File: src/inc/mo_pkg.sv
// Shared constants and types for the CAN message-object controller
package mo_pkg;

  // Structure defaults
  localparam int OBJ_COUNT   = 4;
  localparam int ID_WIDTH    = 11;
  localparam int DATA_WIDTH  = 32;
  localparam int FIFO_DEPTH  = 8;

  // Values after reset
  localparam logic RST_FLAG   = 1'h0;
  localparam logic RST_DIR    = 1'h0;
  localparam logic RST_SINGLE = 1'h0;
  localparam logic [ID_WIDTH-1:0]   RST_ID   = 11'h000;
  localparam logic [DATA_WIDTH-1:0] RST_DATA = 32'h0000_0000;

  // Transmit offer handshake towards the protocol engine
  typedef enum logic [0:0] {
    TX_IDLE  = 1'b0,
    TX_OFFER = 1'b1
  } tx_state_t;

endpackage

File: src/core/frame_fifo.sv
// Frame FIFO with registered read data and valid/ready on both sides
`timescale 1ns/10ps
module frame_fifo #(
  parameter int WIDTH = 44,
  parameter int DEPTH = 8
) (
  input  wire logic             clk_in,
  input  wire logic             rst_in,
  input  wire logic             in_valid_in,
  output logic                  in_ready_out,
  input  wire logic [WIDTH-1:0] in_data_in,
  output logic                  out_valid_out,
  input  wire logic             out_ready_in,
  output logic [WIDTH-1:0]      out_data_out
);
  localparam int PTR_W = (DEPTH > 1) ? $clog2(DEPTH) : 1;
  localparam int CNT_W = $clog2(DEPTH + 1);

  // Storage ring feeds a single output register; total capacity is DEPTH
  logic [WIDTH-1:0] mem [DEPTH-1];
  logic [PTR_W-1:0] wr_ptr_reg;
  logic [PTR_W-1:0] rd_ptr_reg;
  logic [CNT_W-1:0] ring_cnt_reg;
  logic [CNT_W-1:0] ring_cnt_next;
  logic [CNT_W-1:0] total_next;
  logic             push;
  logic             pop_ring;
  logic             out_free;

  // Handshake decode
  assign out_free      = ~out_valid_out | out_ready_in;
  assign push          = in_valid_in & in_ready_out;
  assign pop_ring      = (ring_cnt_reg != '0) & out_free;
  assign ring_cnt_next = ring_cnt_reg + CNT_W'(push) - CNT_W'(pop_ring);
  assign total_next    = ring_cnt_next + CNT_W'(out_valid_out & ~out_ready_in)
                       + CNT_W'(pop_ring);

  // Ring pointers and ready flag, ready kept in a flop for a clean port
  always_ff @(posedge clk_in) begin
    if (rst_in) begin
      wr_ptr_reg   <= '0;
      rd_ptr_reg   <= '0;
      ring_cnt_reg <= '0;
      in_ready_out <= 1'b0;
    end else begin
      if (push) begin
        wr_ptr_reg <= (wr_ptr_reg == PTR_W'(DEPTH - 2)) ? '0 : wr_ptr_reg + 1'b1;
      end
      if (pop_ring) begin
        rd_ptr_reg <= (rd_ptr_reg == PTR_W'(DEPTH - 2)) ? '0 : rd_ptr_reg + 1'b1;
      end
      ring_cnt_reg <= ring_cnt_next;
      in_ready_out <= (total_next < CNT_W'(DEPTH));
    end
  end

  // Ring write, no reset needed on the array
  always_ff @(posedge clk_in) begin
    if (push) begin
      mem[wr_ptr_reg] <= in_data_in;
    end
  end

  // Output register holds the head word
  always_ff @(posedge clk_in) begin
    if (rst_in) begin
      out_valid_out <= 1'b0;
      out_data_out  <= '0;
    end else if (out_free) begin
      out_valid_out <= (ring_cnt_reg != '0);
      if (pop_ring) begin
        out_data_out <= mem[rd_ptr_reg];
      end
    end
  end
endmodule

File: src/core/msg_object_ctrl.sv
// CAN message-object store: acceptance, remote answers, single transfer mode
//
// Operation
// - In single transfer mode a stored data or remote frame clears the object's valid bit.
// - An object invalidated after a single-transfer reception takes no more frames until rewritten.
// - In single transfer mode a successful transmission clears the object's valid bit.
// - Storing over unread data replaces it and sets the message-lost flag.
// - Outside single transfer mode a remote request is answered, possibly with repeated data; one arriving while a request is pending merges into it.
// - Data frames sent in answer never outnumber the remote requests received.
// - A remote frame hitting a transmit object sets its transmit request and clears new data.
`timescale 1ns/10ps
module msg_object_ctrl
  import mo_pkg::*;
#(
  parameter int NUM_OBJ = OBJ_COUNT,
  parameter int ID_W    = ID_WIDTH,
  parameter int DATA_W  = DATA_WIDTH,
  parameter int DEPTH   = FIFO_DEPTH,
  parameter int IDX_W   = (NUM_OBJ > 1) ? $clog2(NUM_OBJ) : 1
) (
  input  wire logic              CLK_IN,
  input  wire logic              RST_IN,
  // Software object write
  input  wire logic              SW_WR_IN,
  input  wire logic [IDX_W-1:0]  SW_IDX_IN,
  input  wire logic [ID_W-1:0]   SW_ID_IN,
  input  wire logic [DATA_W-1:0] SW_DATA_IN,
  input  wire logic              SW_DIR_IN,
  input  wire logic              SW_SINGLE_IN,
  input  wire logic              SW_VALID_IN,
  input  wire logic              SW_TRANSMIT_REQUEST_IN,
  input  wire logic              SW_NEW_DATA_FLAG_IN,
  // Software read of stored contents
  input  wire logic [IDX_W-1:0]  RD_IDX_IN,
  output logic [ID_W-1:0]        RD_ID_OUT,
  output logic [DATA_W-1:0]      RD_DATA_OUT,
  // Received frames from the protocol engine
  input  wire logic              RX_VALID_IN,
  output logic                   RX_READY_OUT,
  input  wire logic [ID_W-1:0]   RX_ID_IN,
  input  wire logic              RX_REMOTE_IN,
  input  wire logic [DATA_W-1:0] RX_DATA_IN,
  // Transmit offer to the protocol engine
  output logic                   TX_VALID_OUT,
  output logic [IDX_W-1:0]       TX_IDX_OUT,
  output logic [ID_W-1:0]        TX_ID_OUT,
  output logic                   TX_REMOTE_OUT,
  output logic [DATA_W-1:0]      TX_DATA_OUT,
  input  wire logic              TX_DONE_IN,
  input  wire logic              TX_ABORT_IN,
  // Per-object status
  output logic [NUM_OBJ-1:0]     OBJECT_VALID_OUT,
  output logic [NUM_OBJ-1:0]     NEW_DATA_FLAG_OUT,
  output logic [NUM_OBJ-1:0]     MESSAGE_LOST_FLAG_OUT,
  output logic [NUM_OBJ-1:0]     TRANSMIT_REQUEST_OUT
);
  localparam int FW = ID_W + 1 + DATA_W;

  // Object state; status ports are these flops directly
  logic [NUM_OBJ-1:0] dir_reg;
  logic [NUM_OBJ-1:0] single_transfer_mode;
  logic [ID_W-1:0]    id_reg   [NUM_OBJ];
  logic [DATA_W-1:0]  data_reg [NUM_OBJ];

  // Receive buffer wiring
  logic              head_valid;
  logic              head_take;
  logic [FW-1:0]     head_word;
  logic [ID_W-1:0]   head_id;
  logic              head_remote;
  logic [DATA_W-1:0] head_data;

  // Per-object decode
  logic [NUM_OBJ-1:0] match;
  logic [NUM_OBJ-1:0] rx_hit;
  logic [NUM_OBJ-1:0] sw_sel;
  logic [NUM_OBJ-1:0] tx_ok;
  logic [NUM_OBJ-1:0] tx_cand;
  logic [NUM_OBJ-1:0] tx_first;
  logic [IDX_W-1:0]   cand_idx;
  logic               offer_drop;

  tx_state_t state_reg;
  tx_state_t state_next;

  // Frames queue here so a software write can stall acceptance
  frame_fifo #(
    .WIDTH (FW),
    .DEPTH (DEPTH)
  ) u_rx_fifo (
    .clk_in        (CLK_IN),
    .rst_in        (RST_IN),
    .in_valid_in   (RX_VALID_IN),
    .in_ready_out  (RX_READY_OUT),
    .in_data_in    ({RX_ID_IN, RX_REMOTE_IN, RX_DATA_IN}),
    .out_valid_out (head_valid),
    .out_ready_in  (~SW_WR_IN),
    .out_data_out  (head_word)
  );

  // Head decode; a software write takes the object store for one cycle
  assign head_id     = head_word[FW-1 -: ID_W];
  assign head_remote = head_word[DATA_W];
  assign head_data   = head_word[DATA_W-1:0];
  assign head_take   = head_valid & ~SW_WR_IN;

  // Lowest-numbered matching object wins acceptance
  assign rx_hit   = head_take ? (match & (~match + NUM_OBJ'(1))) : '0;
  // Lowest-numbered requesting object wins the transmit offer
  assign tx_cand  = OBJECT_VALID_OUT & TRANSMIT_REQUEST_OUT;
  assign tx_first = tx_cand & (~tx_cand + NUM_OBJ'(1));

  // One-hot to index for the offer latch
  always_comb begin
    cand_idx = '0;
    for (int k = 0; k < NUM_OBJ; k++) begin
      if (tx_first[k]) begin
        cand_idx = IDX_W'(k);
      end
    end
  end

  genvar g;
  generate
    for (g = 0; g < NUM_OBJ; g++) begin : g_obj
      // Invalid objects never match, so they stay deaf until rewritten
      assign match[g]  = OBJECT_VALID_OUT[g] & (id_reg[g] == head_id);
      assign sw_sel[g] = SW_WR_IN & (SW_IDX_IN == IDX_W'(g));
      assign tx_ok[g]  = (state_reg == TX_OFFER) & TX_DONE_IN & (TX_IDX_OUT == IDX_W'(g));

      // Later assignments win: a fresh remote request beats a finished answer
      always_ff @(posedge CLK_IN) begin
        if (RST_IN) begin
          OBJECT_VALID_OUT[g]      <= RST_FLAG;
          NEW_DATA_FLAG_OUT[g]     <= RST_FLAG;
          MESSAGE_LOST_FLAG_OUT[g] <= RST_FLAG;
          TRANSMIT_REQUEST_OUT[g]  <= RST_FLAG;
          dir_reg[g]               <= RST_DIR;
          single_transfer_mode[g]  <= RST_SINGLE;
          id_reg[g]                <= RST_ID;
          data_reg[g]              <= RST_DATA;
        end else if (sw_sel[g]) begin
          OBJECT_VALID_OUT[g]      <= SW_VALID_IN;
          NEW_DATA_FLAG_OUT[g]     <= SW_NEW_DATA_FLAG_IN;
          MESSAGE_LOST_FLAG_OUT[g] <= 1'b0;
          TRANSMIT_REQUEST_OUT[g]  <= SW_TRANSMIT_REQUEST_IN;
          dir_reg[g]               <= SW_DIR_IN;
          single_transfer_mode[g]  <= SW_SINGLE_IN;
          id_reg[g]                <= SW_ID_IN;
          data_reg[g]              <= SW_DATA_IN;
        end else begin
          if (tx_ok[g]) begin
            TRANSMIT_REQUEST_OUT[g] <= 1'b0;
            if (single_transfer_mode[g]) begin
              OBJECT_VALID_OUT[g] <= 1'b0;
            end
          end
          if (rx_hit[g] && head_remote && dir_reg[g]) begin
            TRANSMIT_REQUEST_OUT[g] <= 1'b1;
            NEW_DATA_FLAG_OUT[g]    <= 1'b0;
          end else if (rx_hit[g]) begin
            if (!head_remote) begin
              data_reg[g] <= head_data;
            end
            NEW_DATA_FLAG_OUT[g] <= 1'b1;
            if (NEW_DATA_FLAG_OUT[g]) begin
              MESSAGE_LOST_FLAG_OUT[g] <= 1'b1;
            end
            if (single_transfer_mode[g]) begin
              OBJECT_VALID_OUT[g] <= 1'b0;
            end
          end
        end
      end
    end
  endgenerate

  // Offer withdrawn if software invalidates or cancels the object
  assign offer_drop = TX_DONE_IN | TX_ABORT_IN
                    | ~OBJECT_VALID_OUT[TX_IDX_OUT]
                    | ~TRANSMIT_REQUEST_OUT[TX_IDX_OUT];

  // Offer sequencing; an aborted frame returns to arbitration
  always_comb begin
    case (state_reg)
      TX_IDLE:  state_next = (|tx_first) ? TX_OFFER : TX_IDLE;
      TX_OFFER: state_next = offer_drop ? TX_IDLE : TX_OFFER;
      default:  state_next = TX_IDLE;
    endcase
  end

  // Payload latched at offer time so the engine sees a stable frame
  always_ff @(posedge CLK_IN) begin
    if (RST_IN) begin
      state_reg     <= TX_IDLE;
      TX_VALID_OUT  <= 1'b0;
      TX_IDX_OUT    <= '0;
      TX_ID_OUT     <= RST_ID;
      TX_REMOTE_OUT <= 1'b0;
      TX_DATA_OUT   <= RST_DATA;
    end else begin
      state_reg    <= state_next;
      TX_VALID_OUT <= (state_next == TX_OFFER);
      if (state_reg == TX_IDLE && state_next == TX_OFFER) begin
        TX_IDX_OUT    <= cand_idx;
        TX_ID_OUT     <= id_reg[cand_idx];
        TX_REMOTE_OUT <= ~dir_reg[cand_idx]; // Receive objects ask by remote frame
        TX_DATA_OUT   <= data_reg[cand_idx];
      end
    end
  end

  // Registered read port, one cycle behind the index
  always_ff @(posedge CLK_IN) begin
    if (RST_IN) begin
      RD_ID_OUT   <= RST_ID;
      RD_DATA_OUT <= RST_DATA;
    end else begin
      RD_ID_OUT   <= id_reg[RD_IDX_IN];
      RD_DATA_OUT <= data_reg[RD_IDX_IN];
    end
  end
endmodule

File: config.mk
export PLATFORM = sky130hd
export DESIGN_NAME = msg_object_ctrl
export DESIGN_NICKNAME = d
export VERILOG_FILES = /design/src/inc/mo_pkg.sv /design/src/core/frame_fifo.sv /design/src/core/msg_object_ctrl.sv
export SDC_FILE = /design/constraint.sdc
export NUM_CORES = 1
export LEC_CHECK = 0
export BUFFER_PORTS_ARGS = -buffer_cell sky130_fd_sc_hd__buf_2
export CORE_MARGIN = 1
export CORE_UTILIZATION = 60
export DETAILED_ROUTE_END_ITERATION = 12
export PLACE_DENSITY = 0.8
export SLEW_MARGIN = 20
export SYNTH_ARGS = -nofsm -noshare
export SYNTH_HDL_FRONTEND = slang
export SYNTH_SLANG_ARGS = --single-unit
export TNS_END_PERCENT = 50
File: constraint.sdc
create_clock -name CLK_IN -period 7.7 [get_ports CLK_IN]
set_input_delay 0.385 -clock CLK_IN [delete_from_list [all_inputs] [get_ports CLK_IN]]
set_output_delay 0.385 -clock CLK_IN [all_outputs]
set_load 0.005 [all_outputs]
==> summary.txt <==
Clock tree
  • CTS Buf Count: 67
  • Post-CTS Setup Inserts: 0
  • CTS tree: built
  • Maximum buffer depth of the clock tree: 3
  • CTS-repair resized insts: 0
  • Root Driver: clkbuf_16
  • Clock sink count: 650
  • # H-tree levels: 3
  • CTS clk-pin slew, worst paths: 0.07 ns
  • Hold-fix buffers, CTS: 0
  • Worst-Skew Late Latency: 0.61 ns

Critical path
  • WP data required: 8.22 ns
  • R2r endpoint: TX_DATA_OUT[5]
  • Worst setup EP type: flip-flop
  • Crit path kind: flip-flop to flip-flop
  • Cells on worst reg2reg path: 7
  • Max incr delay on CP: 0.72 ns
  • CP arrival: around 3.4 ns
  • Cell Chain, Critical Path: a22oi_1 -> nand2b_2 -> buf_4 -> nand2_1 -> nand3_1 -> nand3_1 -> a21oi_1
  • R2R Setup Slk: 4.77 ns
  • Worst Setup Start Kind: flip-flop
  • Crit Path Max Fanout: 88
  • Critical path's slowest cell: buf_4
  • CP dominant cell by count: nand3_1
  • Reg2Reg Launch Point: OBJECT_VALID_OUT[2]

Cells and area
  • Max reg flops: 308
  • Layout cells sized above 1: 0.214
  • Final Net Count: 2,428
  • Finished Cell Area: 0.0316 mm^2
  • Syn-to-layout area delta: 12.3%

GRT
  • Grt ovf: 0
  • Gr usage total: 0.291
  • First-pass GRT wire length: 105 mm
  • Largest net degree at the start of global routing: between 90 and 100
  • Vias in the first global route: between 15,000 and 20,000
  • Antenna violations before repair: 13

Die
  • Die area: 0.0478 mm^2
  • FP Rows: between 70 and 80
  • Core area: 0.0465 mm^2
  • Io pins: approximately 210
  • Die height: about 220 um
  • Die Width: 219 um
  • Initial Util: 0.606

STA
  • Slew at the pin closest to its max-slew limit: around 1.1 ns
  • Worst clock skew: 0.0306 ns
  • Fmax: 342 MHz
  • Final period util: 0.380
  • Setup TNS: 0 ns
  • Final setup fails: 0
  • Max-slew violations: 0
  • RSZ-0062 raised after global routing: false
  • Worst slew margin: 0.285
  • Tmin final: approximately 2.9 ns
  • Final Hold Fails: 0

Power
  • Pwr dens: 291 mW/mm^2
  • Peak VDD IR: 245 uV
  • Leak: between 0.01 and 0.015 uW

Detailed routing
  • First DRT Iteration DRCs: 2,109
  • DR DRC count: 0
  • Drt wl/cell: 23.0 um
  • Post-route ant nets: 0
  • Routed vias: 18,623
  • Routed wire length: 68.7 mm
  • Vias per cell: between 6 and 7
  • First-pass DRT Iterations: 9

Min path
  • Hold Path End: u_rx_fifo.mem[4][25]
  • Hold path cells: 1
  • Worst Hold Class: input port to flip-flop
  • HP Start: RX_DATA_IN[25]

Logic synthesis
  • Syn Nets: 2,292
  • Avg Cell Area, Syn: 12.9 um^2
  • Ys Warns: 0
  • Most used DFF post-synth: edfxtp_1
  • Post-synth EDFFs: 480
  • Post-synthesis sequential area ratio: 0.633
  • Mapped cell area: 0.0282 mm^2
  • Distinct cells, synth: between 50 and 60
  • Ys async rst share: 0
  • Yosys reg bits: 650
  • Post-Syn Instances: 2,183

Place
  • Final HPWL DP: 41.3 mm
  • Placed instance area: 0.0295 mm^2
  • Port buffer count: 208
  • Gpl congestion: between 0.9 and 1

Run status
  • Status: finished, final reports clean

Run
  • Max-Cap Viols: 0
## Yosys cell counts, types with 29 or more instances
| master | n | area share |
|---|---|---|
| edfxtp_1 | 480 | 0.51 |
| nand2_1 | 298 | 0.040 |
| dfxtp_1 | 170 | 0.12 |
| nor2_1 | 140 | 0.019 |
| nand3_1 | 139 | 0.025 |
| clkbuf_1 | 111 | 0.015 |
| mux2i_1 | 91 | 0.032 |
| mux4_2 | 87 | 0.070 |
| nor2b_1 | 79 | 0.018 |
| a21oi_1 | 73 | 0.013 |
| a22oi_1 | 69 | 0.018 |
| a211oi_1 | 47 | 0.013 |
| and2_1 | 46 | 0.010 |
| xnor2_1 | 46 | 0.014 |
| o21ai_1 | 38 | 0.0068 |
| a22o_1 | 32 | 0.010 |
| buf_2 | 30 | 0.0053 |
| nor2_2 | 30 | 0.0067 |
| a22oi_2 | 29 | 0.013 |
## metrics by stage
stage	total power, uW	util	cells	worst slack, ns	hold WS (ns)
3_5_place_dp	6220	0.636	2857	4.22	0.444
4_1_cts	9230	0.680	2980	4.83	0.0210
2_1_floorplan	5700	-	2183	2.40	0.437
5_1_grt	9580	0.681	2985	4.65	0.0347
6_report	9210	0.681	2990	4.77	0.0372
3_3_place_gp	6130	0.635	2855	4.26	0.443
## final cells by class
type	instances	area [um^2]
diodes	10	25.0
clock buffers	90	1860
clock inverters	33	213
fillers	3159	14800
inverters	11	41.3
multi-input cells	1349	9590
flip-flops and latches	650	17800
well taps	607	759
repair buffers	240	1320
## critical path: cells and delay by family (launching register included)
| kind | cells | cell delay [ns] |
|---|---|---|
| AOI/OAI and AO/OA | 2 | 0.85 |
| buffers and inverters | 1 | 0.72 |
| DFF | 1 | 0.44 |
| and+or+nand+nor | 4 | 0.69 |
## power breakdown
part           internal, uW  switching (uW)
clock                  1740            1310
sequential             4050             355
combinational           767             995
## placed cells by master, fill, tap and decap left out, drive strengths merged, types with 4 or more instances in the layout
master / synthesis / final
buf: 62 / 239
xnor2: 46 / 46
nor3: 8 / 8
nor2b: 79 / 79
diode: 0 / 10
a211oi: 47 / 47
nand3: 139 / 139
a22oi: 98 / 98
nor2: 170 / 170
a21o: 8 / 8
dfxtp: 170 / 170
clkbuf: 111 / 91
inv: 11 / 16
ha: 6 / 6
mux2i: 91 / 91
nand2b: 8 / 8
a31oi: 7 / 7
nand2: 298 / 298
a22o: 32 / 32
o21ai: 50 / 50
nand4: 17 / 17
edfxtp: 480 / 480
clkinv: 0 / 25
and3: 4 / 4
mux4: 87 / 87
a21oi: 73 / 73
nor3b: 7 / 7
and2: 46 / 46
## per-layer routing
layer / track usage / part of all wire / vias up
li1: - / - / 8356
met1: 0.386 / 0.39 / 9138
met3: 0.0507 / 0.090 / 163
met4: 0.123 / 0.030 / 14
met2: 0.474 / 0.48 / 952
met5: 0 / 0.0013 / -
## worst max-delay path by stage
stage | start | end | slack [ns]
CTS | RST_IN | data_reg[2][0] | 4.83
floorplan | u_rx_fifo.wr_ptr_reg[2] | u_rx_fifo.mem[0][0] | 2.40
global route | id_reg[3][4] | data_reg[3][4] | 4.65
finish | OBJECT_VALID_OUT[2] | TX_DATA_OUT[5] | 4.77
global placement | RST_IN | data_reg[2][15] | 4.26
detailed placement | RST_IN | data_reg[2][18] | 4.22
## cell families (layout without fill, tap and decap cells)
family,count (synthesis),in the layout,share of synthesized area
adders and majority gates,7,7,0.00338
and+or+nand+nor,791,791,0.134
xor gates and xnor gates,46,46,0.0143
buffers and inverters,184,374,0.0311
DFF,650,650,0.633
other,0,10,0
muxes,178,178,0.102
AOI/OAI and AO/OA,327,327,0.0829
No activity file was read; power rests on OpenSTA's default activity.
